### src/shared/pm_cap_pkg.sv
// constants, field layouts and carrier types of the power-management
// capability registers and the port wake mask.
// assumes the configuration port presents dword accesses with byte enables.
package pm_cap_pkg;

  // ***********************************************************************
  // configuration space offsets
  // ***********************************************************************
  localparam logic [7:0] CAP_PTR_OFFSET   = 8'h34;
  localparam logic [7:0] PORT_WAKE_OFFSET = 8'h62;
  localparam logic [7:0] PM_ID_REL        = 8'h00;
  localparam logic [7:0] PM_NEXT_REL      = 8'h01;
  localparam logic [7:0] PM_CAPS_REL      = 8'h02;
  localparam int         PORT_WAKE_LANE   = int'(PORT_WAKE_OFFSET[1:0]);
  localparam int         PORT_WAKE_BYTES  = 2;

  // ***********************************************************************
  // fixed and reset values
  // ***********************************************************************
  localparam logic [15:0] PORT_WAKE_RESET = 16'h0007;
  localparam logic [7:0]  CAPABILITY_IDENTIFIER_VALUE    = 8'h01;
  localparam logic [7:0]  NEXT_PTR_OHCI   = 8'h00;
  localparam logic [7:0]  NEXT_PTR_EHCI   = 8'hE4;
  localparam logic [7:0]  ZERO_BYTE       = 8'h00;

  // pme support bits: [0] D0, [1] D1, [2] D2, [3] D3hot, [4] D3cold
  localparam logic [4:0]  PME_SUPPORT_OHCI = 5'h1A;
  localparam logic [4:0]  PME_SUPPORT_EHCI = 5'h1F;
  localparam logic [2:0]  AUX_CURRENT_VAL  = 3'h2;
  localparam logic [2:0]  PM_VERSION_VAL   = 3'h2;

  // ***********************************************************************
  // field layouts and carriers
  // ***********************************************************************
  typedef struct packed {
    logic [4:0] pme_state_support;
    logic       state_d2_supported;
    logic       state_d1_supported;
    logic [2:0] aux_current;
    logic       device_init_needed;
    logic       reserved_bit;
    logic       pme_needs_clock;
    logic [2:0] pm_spec_version;
  } power_caps_t;

  typedef struct packed {
    logic        rd;
    logic        wr;
    logic [7:0]  addr;
    logic [3:0]  be;
    logic [31:0] wdata;
  } cfg_req_t;

  typedef struct packed {
    logic        ack;
    logic [31:0] rdata;
  } cfg_rsp_t;

  typedef enum logic [1:0] {
    PH_IDLE   = 2'b01,
    PH_ANSWER = 2'b10
  } cfg_phase_t;

endpackage

### src/hw/pci_pm_capability_regs.sv
// configuration registers: capability pointer, power-management
// capability head and the port wake mask of the enhanced function.
// assumes the host side presents one request pulse at a time on ref_clk.
// assumes PM_BASE is dword aligned and clear of the mask dword.
// assumes a request held through the answer cycle is not taken twice.
//
// Notes on behaviour
// - wake mask 16-bit rw, resets to 0007h
// - mask is stored and read back only
// - pm structure sits at capability pointer offset
// - identifier byte read-only, returns 01h
// - next pointer 00h ohci, E4h ehci
// - capabilities word field layout as declared
// - capabilities fixed bits, function-dependent 13,11,10
// - pme support bit per power state
`timescale 1ns/1ns
module pci_pm_capability_regs
  import pm_cap_pkg::*;
#(
  parameter logic       IS_EHCI = 1'b1,
  parameter logic [7:0] PM_BASE = 8'hDC
) (
  input  wire logic     ref_clk,
  input  wire logic     rst,
  input  wire cfg_req_t cfg_req,
  output cfg_rsp_t      cfg_rsp
);

  // ***********************************************************************
  // fixed capability contents
  // ***********************************************************************
  localparam logic [7:0] NEXT_PTR_VALUE =
    IS_EHCI ? NEXT_PTR_EHCI : NEXT_PTR_OHCI;

  localparam power_caps_t CAPS_VALUE = '{
    pme_state_support:  IS_EHCI ? PME_SUPPORT_EHCI
                                : PME_SUPPORT_OHCI,
    state_d2_supported: IS_EHCI,
    state_d1_supported: 1'b1,
    aux_current:        AUX_CURRENT_VAL,
    device_init_needed: 1'b0,
    reserved_bit:       1'b0,
    pme_needs_clock:    1'b0,
    pm_spec_version:    PM_VERSION_VAL
  };

  localparam logic [15:0] CAPS_WORD = CAPS_VALUE;

  // byte addresses of the pm structure and the mask high byte
  localparam logic [7:0] PM_ID_ADDR   = 8'(PM_BASE + PM_ID_REL);
  localparam logic [7:0] PM_NEXT_ADDR = 8'(PM_BASE + PM_NEXT_REL);
  localparam logic [7:0] PM_CAPS_ADDR = 8'(PM_BASE + PM_CAPS_REL);
  localparam logic [7:0] PM_CAPS_HI   = 8'(PM_CAPS_ADDR + 8'h01);
  localparam logic [7:0] WAKE_HI_ADDR = 8'(PORT_WAKE_OFFSET + 8'h01);

  // ***********************************************************************
  // state
  // ***********************************************************************
  typedef struct packed {
    cfg_phase_t  phase;
    logic        ack;
    logic [31:0] rdata;
  } top_state_t;

  // one request as seen in the idle phase
  typedef struct packed {
    logic                       taken;
    logic                       is_read;
    logic                       is_write;
    logic                       wake_hit;
    logic [PORT_WAKE_BYTES-1:0] wake_be;
    logic [15:0]                wake_data;
  } req_decode_t;

  top_state_t state_reg;
  top_state_t state_next;

  req_decode_t                dec;
  logic [15:0]                wake_mask;
  logic                       wake_wr_en;
  logic [31:0]                read_word;
  logic [31:0]                answer_word;

  // ***********************************************************************
  // byte read decode
  // ***********************************************************************
  function automatic logic [7:0] cfg_byte(input logic [7:0] a,
                                          input logic [15:0] mask);
    logic [7:0] b;
    b = ZERO_BYTE;
    case (a)
      CAP_PTR_OFFSET: begin
        b = PM_BASE;
      end
      PM_ID_ADDR: begin
        b = CAPABILITY_IDENTIFIER_VALUE;
      end
      PM_NEXT_ADDR: begin
        b = NEXT_PTR_VALUE;
      end
      PM_CAPS_ADDR: begin
        b = CAPS_WORD[7:0];
      end
      PM_CAPS_HI: begin
        b = CAPS_WORD[15:8];
      end
      PORT_WAKE_OFFSET: begin
        if (IS_EHCI) begin
          b = mask[7:0];
        end
      end
      WAKE_HI_ADDR: begin
        if (IS_EHCI) begin
          b = mask[15:8];
        end
      end
      default: begin
        b = ZERO_BYTE;
      end
    endcase
    return b;
  endfunction

  // ***********************************************************************
  // request decode
  // ***********************************************************************
  always_comb begin
    dec           = '0;
    dec.taken     = (state_reg.phase == PH_IDLE) &&
                    (cfg_req.rd || cfg_req.wr);
    // rd with wr together counts as a read
    dec.is_read   = dec.taken && cfg_req.rd;
    dec.is_write  = dec.taken && cfg_req.wr && !cfg_req.rd;
    dec.wake_hit  = IS_EHCI &&
                    (cfg_req.addr[7:2] == PORT_WAKE_OFFSET[7:2]);
    dec.wake_be   = cfg_req.be[PORT_WAKE_LANE +: PORT_WAKE_BYTES];
    dec.wake_data = cfg_req.wdata[PORT_WAKE_LANE*8 +: 16];
  end

  // only the mask takes writes; other fields silently keep their value
  assign wake_wr_en = dec.is_write && dec.wake_hit;

  // ***********************************************************************
  // read data
  // ***********************************************************************
  always_comb begin
    read_word = '0;
    for (int i = 0; i < 4; i++) begin
      read_word[i*8 +: 8] = cfg_byte({cfg_req.addr[7:2], 2'(i)},
                                     wake_mask);
    end
  end

  // a write answers with zero data
  always_comb begin
    answer_word = '0;
    if (dec.is_read) begin
      answer_word = read_word;
    end
  end

  // ***********************************************************************
  // answer phase
  // ***********************************************************************
  always_comb begin
    state_next     = state_reg;
    state_next.ack = 1'b0;
    case (state_reg.phase)
      PH_IDLE: begin
        if (dec.taken) begin
          state_next.phase = PH_ANSWER;
          state_next.ack   = 1'b1;
          state_next.rdata = answer_word;
        end
      end
      PH_ANSWER: begin
        state_next.phase = PH_IDLE;
      end
      default: begin
        state_next.phase = PH_IDLE;
      end
    endcase
  end

  always_ff @(posedge ref_clk or posedge rst) begin
    if (rst) begin
      state_reg.phase <= PH_IDLE;
      state_reg.ack   <= 1'b0;
      state_reg.rdata <= '0;
    end else begin
      state_reg <= state_next;
    end
  end

  // ***********************************************************************
  // port wake mask storage, no influence on controller operation
  // ***********************************************************************
  byte_lane_reg #(
    .BYTES       (PORT_WAKE_BYTES),
    .RESET_VALUE (PORT_WAKE_RESET)
  ) u_wake_mask (
    .ref_clk (ref_clk),
    .rst     (rst),
    .wr_en   (wake_wr_en),
    .be      (dec.wake_be),
    .wdata   (dec.wake_data),
    .value   (wake_mask)
  );

  // ***********************************************************************
  // outputs, straight from the state register
  // ***********************************************************************
  assign cfg_rsp.ack   = state_reg.ack;
  assign cfg_rsp.rdata = state_reg.rdata;

endmodule

### src/hw/byte_lane_reg.sv
// a read/write register written byte by byte under byte enables.
// assumes wr_en is a single-cycle strobe in the ref_clk domain.
`timescale 1ns/1ns
module byte_lane_reg
  import pm_cap_pkg::*;
#(
  parameter int                 BYTES       = 2,
  parameter logic [BYTES*8-1:0] RESET_VALUE = '0
) (
  input  wire logic                 ref_clk,
  input  wire logic                 rst,
  input  wire logic                 wr_en,
  input  wire logic [BYTES-1:0]     be,
  input  wire logic [BYTES*8-1:0]   wdata,
  output logic      [BYTES*8-1:0]   value
);

  logic [BYTES*8-1:0] value_reg;
  logic [BYTES*8-1:0] value_next;

  always_comb begin
    value_next = value_reg;
    for (int i = 0; i < BYTES; i++) begin
      if (wr_en && be[i]) begin
        value_next[i*8 +: 8] = wdata[i*8 +: 8];
      end
    end
  end

  always_ff @(posedge ref_clk or posedge rst) begin
    if (rst) begin
      value_reg <= RESET_VALUE;
    end else begin
      value_reg <= value_next;
    end
  end

  assign value = value_reg;

endmodule

### config.mk
export PLATFORM = sky130hd
export DESIGN_NAME = pci_pm_capability_regs
export DESIGN_NICKNAME = d
export VERILOG_FILES = /design/src/shared/pm_cap_pkg.sv /design/src/hw/pci_pm_capability_regs.sv /design/src/hw/byte_lane_reg.sv
export SDC_FILE = /design/constraint.sdc
export NUM_CORES = 1
export LEC_CHECK = 0
export ABC_AREA = 0
export BUFFER_PORTS_ARGS = -buffer_cell sky130_fd_sc_hd__buf_4
export CAP_MARGIN = 30
export CORE_UTILIZATION = 35
export CTS_CLUSTER_DIAMETER = 200
export CTS_CLUSTER_SIZE = 30
export DETAILED_ROUTE_END_ITERATION = 10
export PLACE_DENSITY_LB_ADDON = 0.12
export SLEW_MARGIN = 20
export SYNTH_ARGS = -nofsm -noshare
export SYNTH_HDL_FRONTEND = slang
export SYNTH_SLANG_ARGS = --single-unit
### constraint.sdc
create_clock -name ref_clk -period 1.77 [get_ports ref_clk]
set_input_delay 0.354 -clock ref_clk [delete_from_list [all_inputs] [get_ports ref_clk]]
set_output_delay 0.354 -clock ref_clk [all_outputs]
set_load 0.02 [all_outputs]
Yosys cells after proc, flatten, opt, wreduce, memory -nomap -nowiden

Index checks and enable logic that the tools add are counted.

Flip-flop bits (word level): 51
Input port bits: 48
Logic and storage cells: 28

Eq/ne operators: 5
Multiplexer cells: 8
Reduce and logical (&&, ||, !) cells: 10

Operators with widths:

| cell                                                            | number |
|---|---|
| 8-bit case mux with 2 select lines                              | 3 |
| 35-bit two-way mux                                              | 1 |
| 33-bit two-way mux                                              | 1 |
| 32-bit two-way mux                                              | 1 |
| 8-bit two-way mux                                               | 1 |
| 1-bit logical AND                                               | 7 |
| 6-bit by 4-bit == test with 1-bit output, second input constant | 1 |
| 6-bit by 5-bit == test with 1-bit output, second input constant | 1 |
| 6-bit == test, second input constant                            | 1 |
| 2-bit by 1-bit == test with 1-bit output, second input constant | 1 |
| 2-bit two-way mux                                               | 1 |
| 2-bit != test, second input constant                            | 1 |
| 2-bit AND reduction                                             | 1 |
| 1-bit logical NOT                                               | 1 |
| 1-bit logical OR                                                | 1 |

Depth between registers and ports, before layout

Gate-level depths: netlist (run 1).

Word-level depth: 6
Gate-level depth with buffers: 5

Cells and area by module

A second synthesis (run 1) with hierarchy kept.

Cell total of the unflattened synthesis: 127
Area, all modules: 1694.1 sq um

Modules (own cells, without submodules):

| module                 | times used | cells each | area each (sq um) | seq. area each (sq um) |
|---|---|---|---|---|
| pci_pm_capability_regs | 1          | 92         | 1093.5            | 526.8 |
| byte_lane_reg          | 1          | 35         | 600.6             | 404.1 |

Least setup slack after synthesis (run 1)

No wires, ideal clock.

Path kind: register to register
From: register state_reg[33] (netlist name)
To: register state_reg (netlist bit cfg_rsp[23])
Data arrival time: 1.283 ns
Required time: 1.644 ns
Slack: 0.361 ns
Stages on the path, launching flop included: 5
Path buffers: 1
Period minus slack after synthesis: 1.409 ns
Cell sequence: dfstp_2 -> nor2b_4 -> o21ai_0 -> buf_2 -> a221o_1

Word-level cells in the longest chain between the ends: 4

RTL lines:

| element                                      | line                                                         | text |
|---|---|---|
| from (decl)                                  | pci_pm_capability_regs.sv:75                                 | `top_state_t state_reg;` |
| from (signal assigned)                       | pci_pm_capability_regs.sv:191                                | `state_reg <= state_next;` |
| 2-bit by 1-bit == test with 1-bit output (*) | pci_pm_capability_regs.sv:129, pci_pm_capability_regs.sv:168 |  |
| 1-bit logical AND                            | pci_pm_capability_regs.sv:129                                | `dec.taken = (state_reg.phase == PH_IDLE) &&` |
| 1-bit logical AND                            | pci_pm_capability_regs.sv:132                                | `dec.is_read = dec.taken && cfg_req.rd;` |
| 32-bit two-way mux                           | pci_pm_capability_regs.sv:157                                | `if (dec.is_read) begin` |

Every way passes the cells marked *; elsewhere a longest branch is shown, timed or not.
A chain may end at the register's enable or synchronous reset.

Final worst setup path (run 1)

From: register state_reg[33] (netlist name)
To: register state_reg (netlist bit cfg_rsp[31])

The elaborated chain is that of the path after synthesis.

==> results of run 1 <==
==> power by group <==
| part | switching (W) | internal (W) | leakage [nW] |
|---|---|---|---|
| Combinational | 0.000191 | 0.000125 | 0.564 |
| Sequential | 0.0000283 | 0.000913 | 0.497 |
| Clock | 0.000267 | 0.000317 | 0.0455 |
| Total | 0.000487 | 0.00135 | 1.11 |
==> layer usage <==
layer,part of all wire,global-route usage,vias up
met5,0,0,-
met4,0.0066,0.0458,0
met1,0.43,0.158,514
met2,0.50,0.220,39
met3,0.060,0.0431,2
li1,-,-,465
==> synth_stat cells <==
| cell type | count |
|---|---|
| and4_4 | 1 |
| inv_1 | 4 |
| nand4b_1 | 1 |
| and3b_1 | 2 |
| dfstp_2 | 4 |
| dfrtp_1 | 33 |
| nand4_2 | 2 |
| and4b_1 | 1 |
| buf_4 | 33 |
| buf_6 | 1 |
| a22o_1 | 7 |
| nor2b_4 | 1 |
| and3_1 | 2 |
| mux2_2 | 16 |
| buf_12 | 1 |
| clkbuf_1 | 1 |
| nor3b_4 | 2 |
| conb_1 | 1 |
| a221o_1 | 9 |
| a21o_1 | 1 |
| buf_2 | 2 |
| o21ai_0 | 2 |
==> area by class of cell <==
cell class | count | area [um2]
timing repair buffer | 55 | 413
fill | 460 | 2680
sequential | 37 | 931
clock buffer | 8 | 90.1
inverter | 4 | 15.0
tap | 67 | 83.8
multi-input combinational | 53 | 512
==> metrics by stage <==
stage	hold slack (ns)	util	worst slack, ns	cells
finish	0.183	0.433	0.186	224
global route	0.223	0.433	0.110	224
CTS	0.194	0.433	0.173	224
detailed placement	0.476	0.414	0.152	216
global placement	0.472	0.414	0.191	216
floorplan	0.461	-	0.361	132
==> cells by family after synthesis <==
family                 count (synthesis)  synth area share
buffers and inverters                 42             0.178
AND/OR/NAND/NOR                       12            0.0789
flip-flops                            37             0.539
other                                  1           0.00217
multiplexers                          16             0.104
AO/OA/AOI/OAI                         19            0.0978
==> path summary, 6_finish.rpt <==
path	end	slack, ns	depth (start not counted)
setup / recovery	cfg_rsp[31]$_DFFE_PP0P_	0.19	3
min in group ref_clk	u_wake_mask.value[9]$_DFFE_PP0P_	0.30	2
hold / removal	cfg_rsp[22]$_DFFE_PP0P_	0.18	3
hold reg to reg	cfg_rsp[22]$_DFFE_PP0P_	0.49	1
setup reg to reg	cfg_rsp[31]$_DFFE_PP0P_	0.19	3
max in group asynchronous	u_wake_mask.value[1]$_DFFE_PP1P_	1.23	3
==> worst max-delay path, delay by kind of cell (launching register included) <==
kind	cells	cell delay [ns]
compound gates	2	0.73
flops	1	0.52
simple gates	1	0.21
==> reports/summary.txt, run 1 <==
Status: finished, final reports clean
RSZ-0062 raised after global routing: false
Top-Level Pins: 81
VDD IR max: 0.485 mV
Root buf cell: clkbuf_8
Post-DP HPWL: 2140 um
Final ANT Viol Nets: 0
WL/cell: 14.3 um
GP Congestion: 0.683
Worst path slowest cell: dfstp_2
Setup_tns: 0 ns
Critical-path cell list: nor2b_4 > o21ai_2 > a221o_1
Post-CTS Setup Bufs: 0
Worst stage delay on the critical path: 0.52 ns
Fmax: 631 MHz
DIE AREA: 5220 um2
Crit path time final: 1.58 ns
Initial antenna violation count: 0
Most frequent cells in the layout: buf_4 (55), dfrtp_1 (33), mux2_2 (16)
IO Port Bufs: 54
CP startpoint kind: flop
Total GRT Usage: 0.131
Ant. Diodes: 0
Grt ovf: 0
Layout cells sized above 1: 0.561
Max_cap viols: 0
Leak Pwr: 1.11 nW
Worst-margin pin slew: 0.914 ns
Die height: 72.3 um
Critical Path End Type: flop
Clock Path Buffers: 2
Most common cell after layout, fill and taps aside: buf_4
Iteration-0 DRC Markers: 29
Rows: 25
Synth unique cells: 22
Area Growth Syn to Fin: 18.3%
CP max FO: 20
Avg Cell Area, Syn: 13.6 um2
Crit path kind: reg -> reg
DRT Wirelength: 3190 um
Worst hold-check path type: in -> async
Endpoints failing setup: 0
CP Data Required Time: 1.93 ns
Core Box Area: 4720 um2
Largest area contributor in the netlist: dfrtp_1
PD cells: 901 nW/um2
Post-CTS Resized: 0
Yosys synthesis warning count: 0
CTS H-tree depth: 2
Placed cell areas: 1950 um2
Initial core utilization: 0.366
Die width: 72.3 um
Global-route wire length before repair: 5030 um
Synth Instances: 127
Largest net degree at the start of global routing: 38
Finished layout cell area: 2040 um2
DRC errors left: 0
CTS Buf Count: 5
Total power: 0.00184 W
Mapped cell area: 1730 um2
Final Skew: 0.00628 ns
Critical Path AT: 1.74 ns
CTS sink cnt: 37
Vias per cell: 4.55
Hold Buf Count CTS: 0
Sequential area share after synthesis: 0.539
Vias in the first global route: 1001
Ranking of synthesized cells by area: dfrtp_1 (48%), buf_4 (14%), mux2_2 (10%)
Fin nets: 204
Worst setup path startpoint: state_reg[33]$_DFFE_PP1P_
FF-to-FF Start: state_reg[33]$_DFFE_PP1P_
1st-pass router iterations: 3
Relative slew slack: 0.391
Slew Viols, Final: 0
Register bit total from synthesis: 37
CTS tree: done
Yosys top cell area share: 0.478
Total vias in the final route: 1020
Tcrit/Tclk final: 0.895
Clk slew on worst S/H paths: 0.07 ns
Final hold vios: 0
Max reg flops: 19
Clk Latency, worst-skew pair: 0.28 ns
(Power assumes the default switching activity.)
==> run 2: changes to the inputs <==
Settings changed: REMOVE_ABC_BUFFERS from default to 1.
==> run 2 against run 1 <==
  * Total power rose by 3.3%
  * Final area rose by 0.73%
  * First-iteration DRC count fell by 38%
  * Utilization rose by 0.32 points
  * Clock skew rose by 0.00079 ns
  * Non-clock buffer count rose by 1
  * Combinational power rose by 2%
  * Sequential share of layout area fell by 0.33 points
  * Register-to-register slack improved by 0.08 ns
  * Hold slack got worse by 0.0078 ns
  * Sequential power barely moved
==> reports/summary.txt, run 2 (synthesis gave the netlist of run 1 again) <==
Worst Reg2Reg Path Length in Cells: 4
DIE AREA: 5220 um2
Die width: 72.3 um
Clk slew on worst S/H paths: 0.08 ns
Finished layout cell area: 2060 um2
Area Growth Syn to Fin: 19.2%
Combinational share of power: 0.170
P_sw: 0.000504 W
Status: finished, final reports clean
VDD IR max: 0.407 mV
Max_cap viols: 0
Endpoints failing setup: 0
PD cells: 923 nW/um2
Power Internal: 0.00140 W
Ant. Diodes: 0
Reg-to-reg slack, setup: 0.26 ns
Clock Power Share: 0.336
Sequential Power Share: 0.494
Iteration-0 DRC Markers: 18
CP startpoint kind: flop
Final Skew: 0.00706 ns
Hold Buf Count CTS: 0
Worst stage delay on the critical path: 0.52 ns
Fin nets: 205
DRT Wirelength: 3200 um
RSZ-0062 raised after global routing: false
Total GRT Usage: 0.133
FF-to-FF Start: state_reg[33]$_DFFE_PP1P_
Most frequent cells in the layout: buf_4 (56), dfrtp_1 (33), mux2_2 (16)
Initial core utilization: 0.366
CTS H-tree depth: 2
CTS sink cnt: 37
Most common cell after layout, fill and taps aside: buf_4
Post-route worst setup slack: 0.263 ns
1st-pass router iterations: 4
Vias per cell: 4.55
GP Congestion: 0.714
Worst setup path endpoint: cfg_rsp[29]$_DFFE_PP0P_
Critical Path End Type: flop
Worst hold-check path type: in -> async
Post-DP HPWL: 2100 um
Total power: 0.00190 W
Max reg flops: 19
Crit path time final: 1.51 ns
Leak Pwr: 1.12 nW
Worst setup path startpoint: state_reg[33]$_DFFE_PP1P_
Worst R2R End: cfg_rsp[29]$_DFFE_PP0P_
CTS Buf Count: 5
Total vias in the final route: 1024
Fmax: 664 MHz
Post-CTS Setup Bufs: 0
Die height: 72.3 um
Final ANT Viol Nets: 0
Global-route wire length before repair: 5010 um
Crit path kind: reg -> reg
IO Port Bufs: 54
Critical-path cell list: nor2b_4 > o21ai_1 > buf_4 > a221o_1
Clk Latency, worst-skew pair: 0.29 ns
Grt ovf: 0
Tcrit/Tclk final: 0.851
DRC errors left: 0
Critical Path AT: 1.67 ns
Root buf cell: clkbuf_8
Core Box Area: 4720 um2
CTS tree: done
Post-CTS Resized: 0
CP max FO: 20
Slew Viols, Final: 0
Rows: 25
Placed cell areas: 1960 um2
Worst path slowest cell: dfstp_2
Vias in the first global route: 991
Clock Path Buffers: 2
Top-Level Pins: 81
WL/cell: 14.2 um
Initial antenna violation count: 0
CP Data Required Time: 1.94 ns
Largest net degree at the start of global routing: 38
Layout cells sized above 1: 0.570
Final hold vios: 0
Place WS: 0.178 ns
Final core utilization: 0.436
Sw Ratio: 0.265
-- run 2: routing by layer --
metal  part of all wire  global-route usage
met2               0.47               0.201
met4              0.019              0.0588
met3              0.069              0.0472
met1               0.45               0.172
met5                  0                   0
-- run 2: final cells by class --
type	instances	area (um2)
inverter	4	15.0
tap	67	83.8
timing repair buffer	56	420
clock buffer	7	96.3
clock inverter	1	5.00
fill	445	2660
multi-input combinational	53	508
sequential	37	931
-- run 2: per-stage QoR --
step	cells	setup TNS [ns]	hold slack, ns
6_report	225	0	0.175
3_5_place_dp	217	0	0.475
4_1_cts	225	0	0.188
3_3_place_gp	217	0	0.472
2_1_floorplan	94	-0.712	0.461
5_1_grt	225	0	0.224
-- run 2: worst min path at each step --
stage                     slack [ns]                                end                        startpoint
after floorplan                 0.46            cfg_rsp[19]$_DFFE_PP0P_  u_wake_mask.value[3]$_DFFE_PP0P_
after CTS                       0.19  u_wake_mask.value[14]$_DFFE_PP0P_                               rst
final                           0.17  u_wake_mask.value[14]$_DFFE_PP0P_                               rst
after global routing            0.22  u_wake_mask.value[14]$_DFFE_PP0P_                               rst
after global placement          0.47            cfg_rsp[21]$_DFFE_PP0P_  u_wake_mask.value[5]$_DFFE_PP0P_
after detailed placement        0.47            cfg_rsp[20]$_DFFE_PP0P_  u_wake_mask.value[4]$_DFFE_PP0P_
-- run 2: power groups by stage --
stage               combinational (W)  clock, W  sequential, W
floorplan                    0.000141         0       0.000987
global placement             0.000320         0       0.000954
detailed placement           0.000328         0       0.000957
CTS                          0.000329  0.000658       0.000941
global route                 0.000352  0.000693       0.000947
finish                       0.000323  0.000639       0.000940
-- run 2: worst max-delay path: cells and delay by family, from the launching register on --
kind | cells | cell delay (ns)
compound gates | 2 | 0.46
buf+inv | 1 | 0.22
simple gates | 1 | 0.20
flops | 1 | 0.52
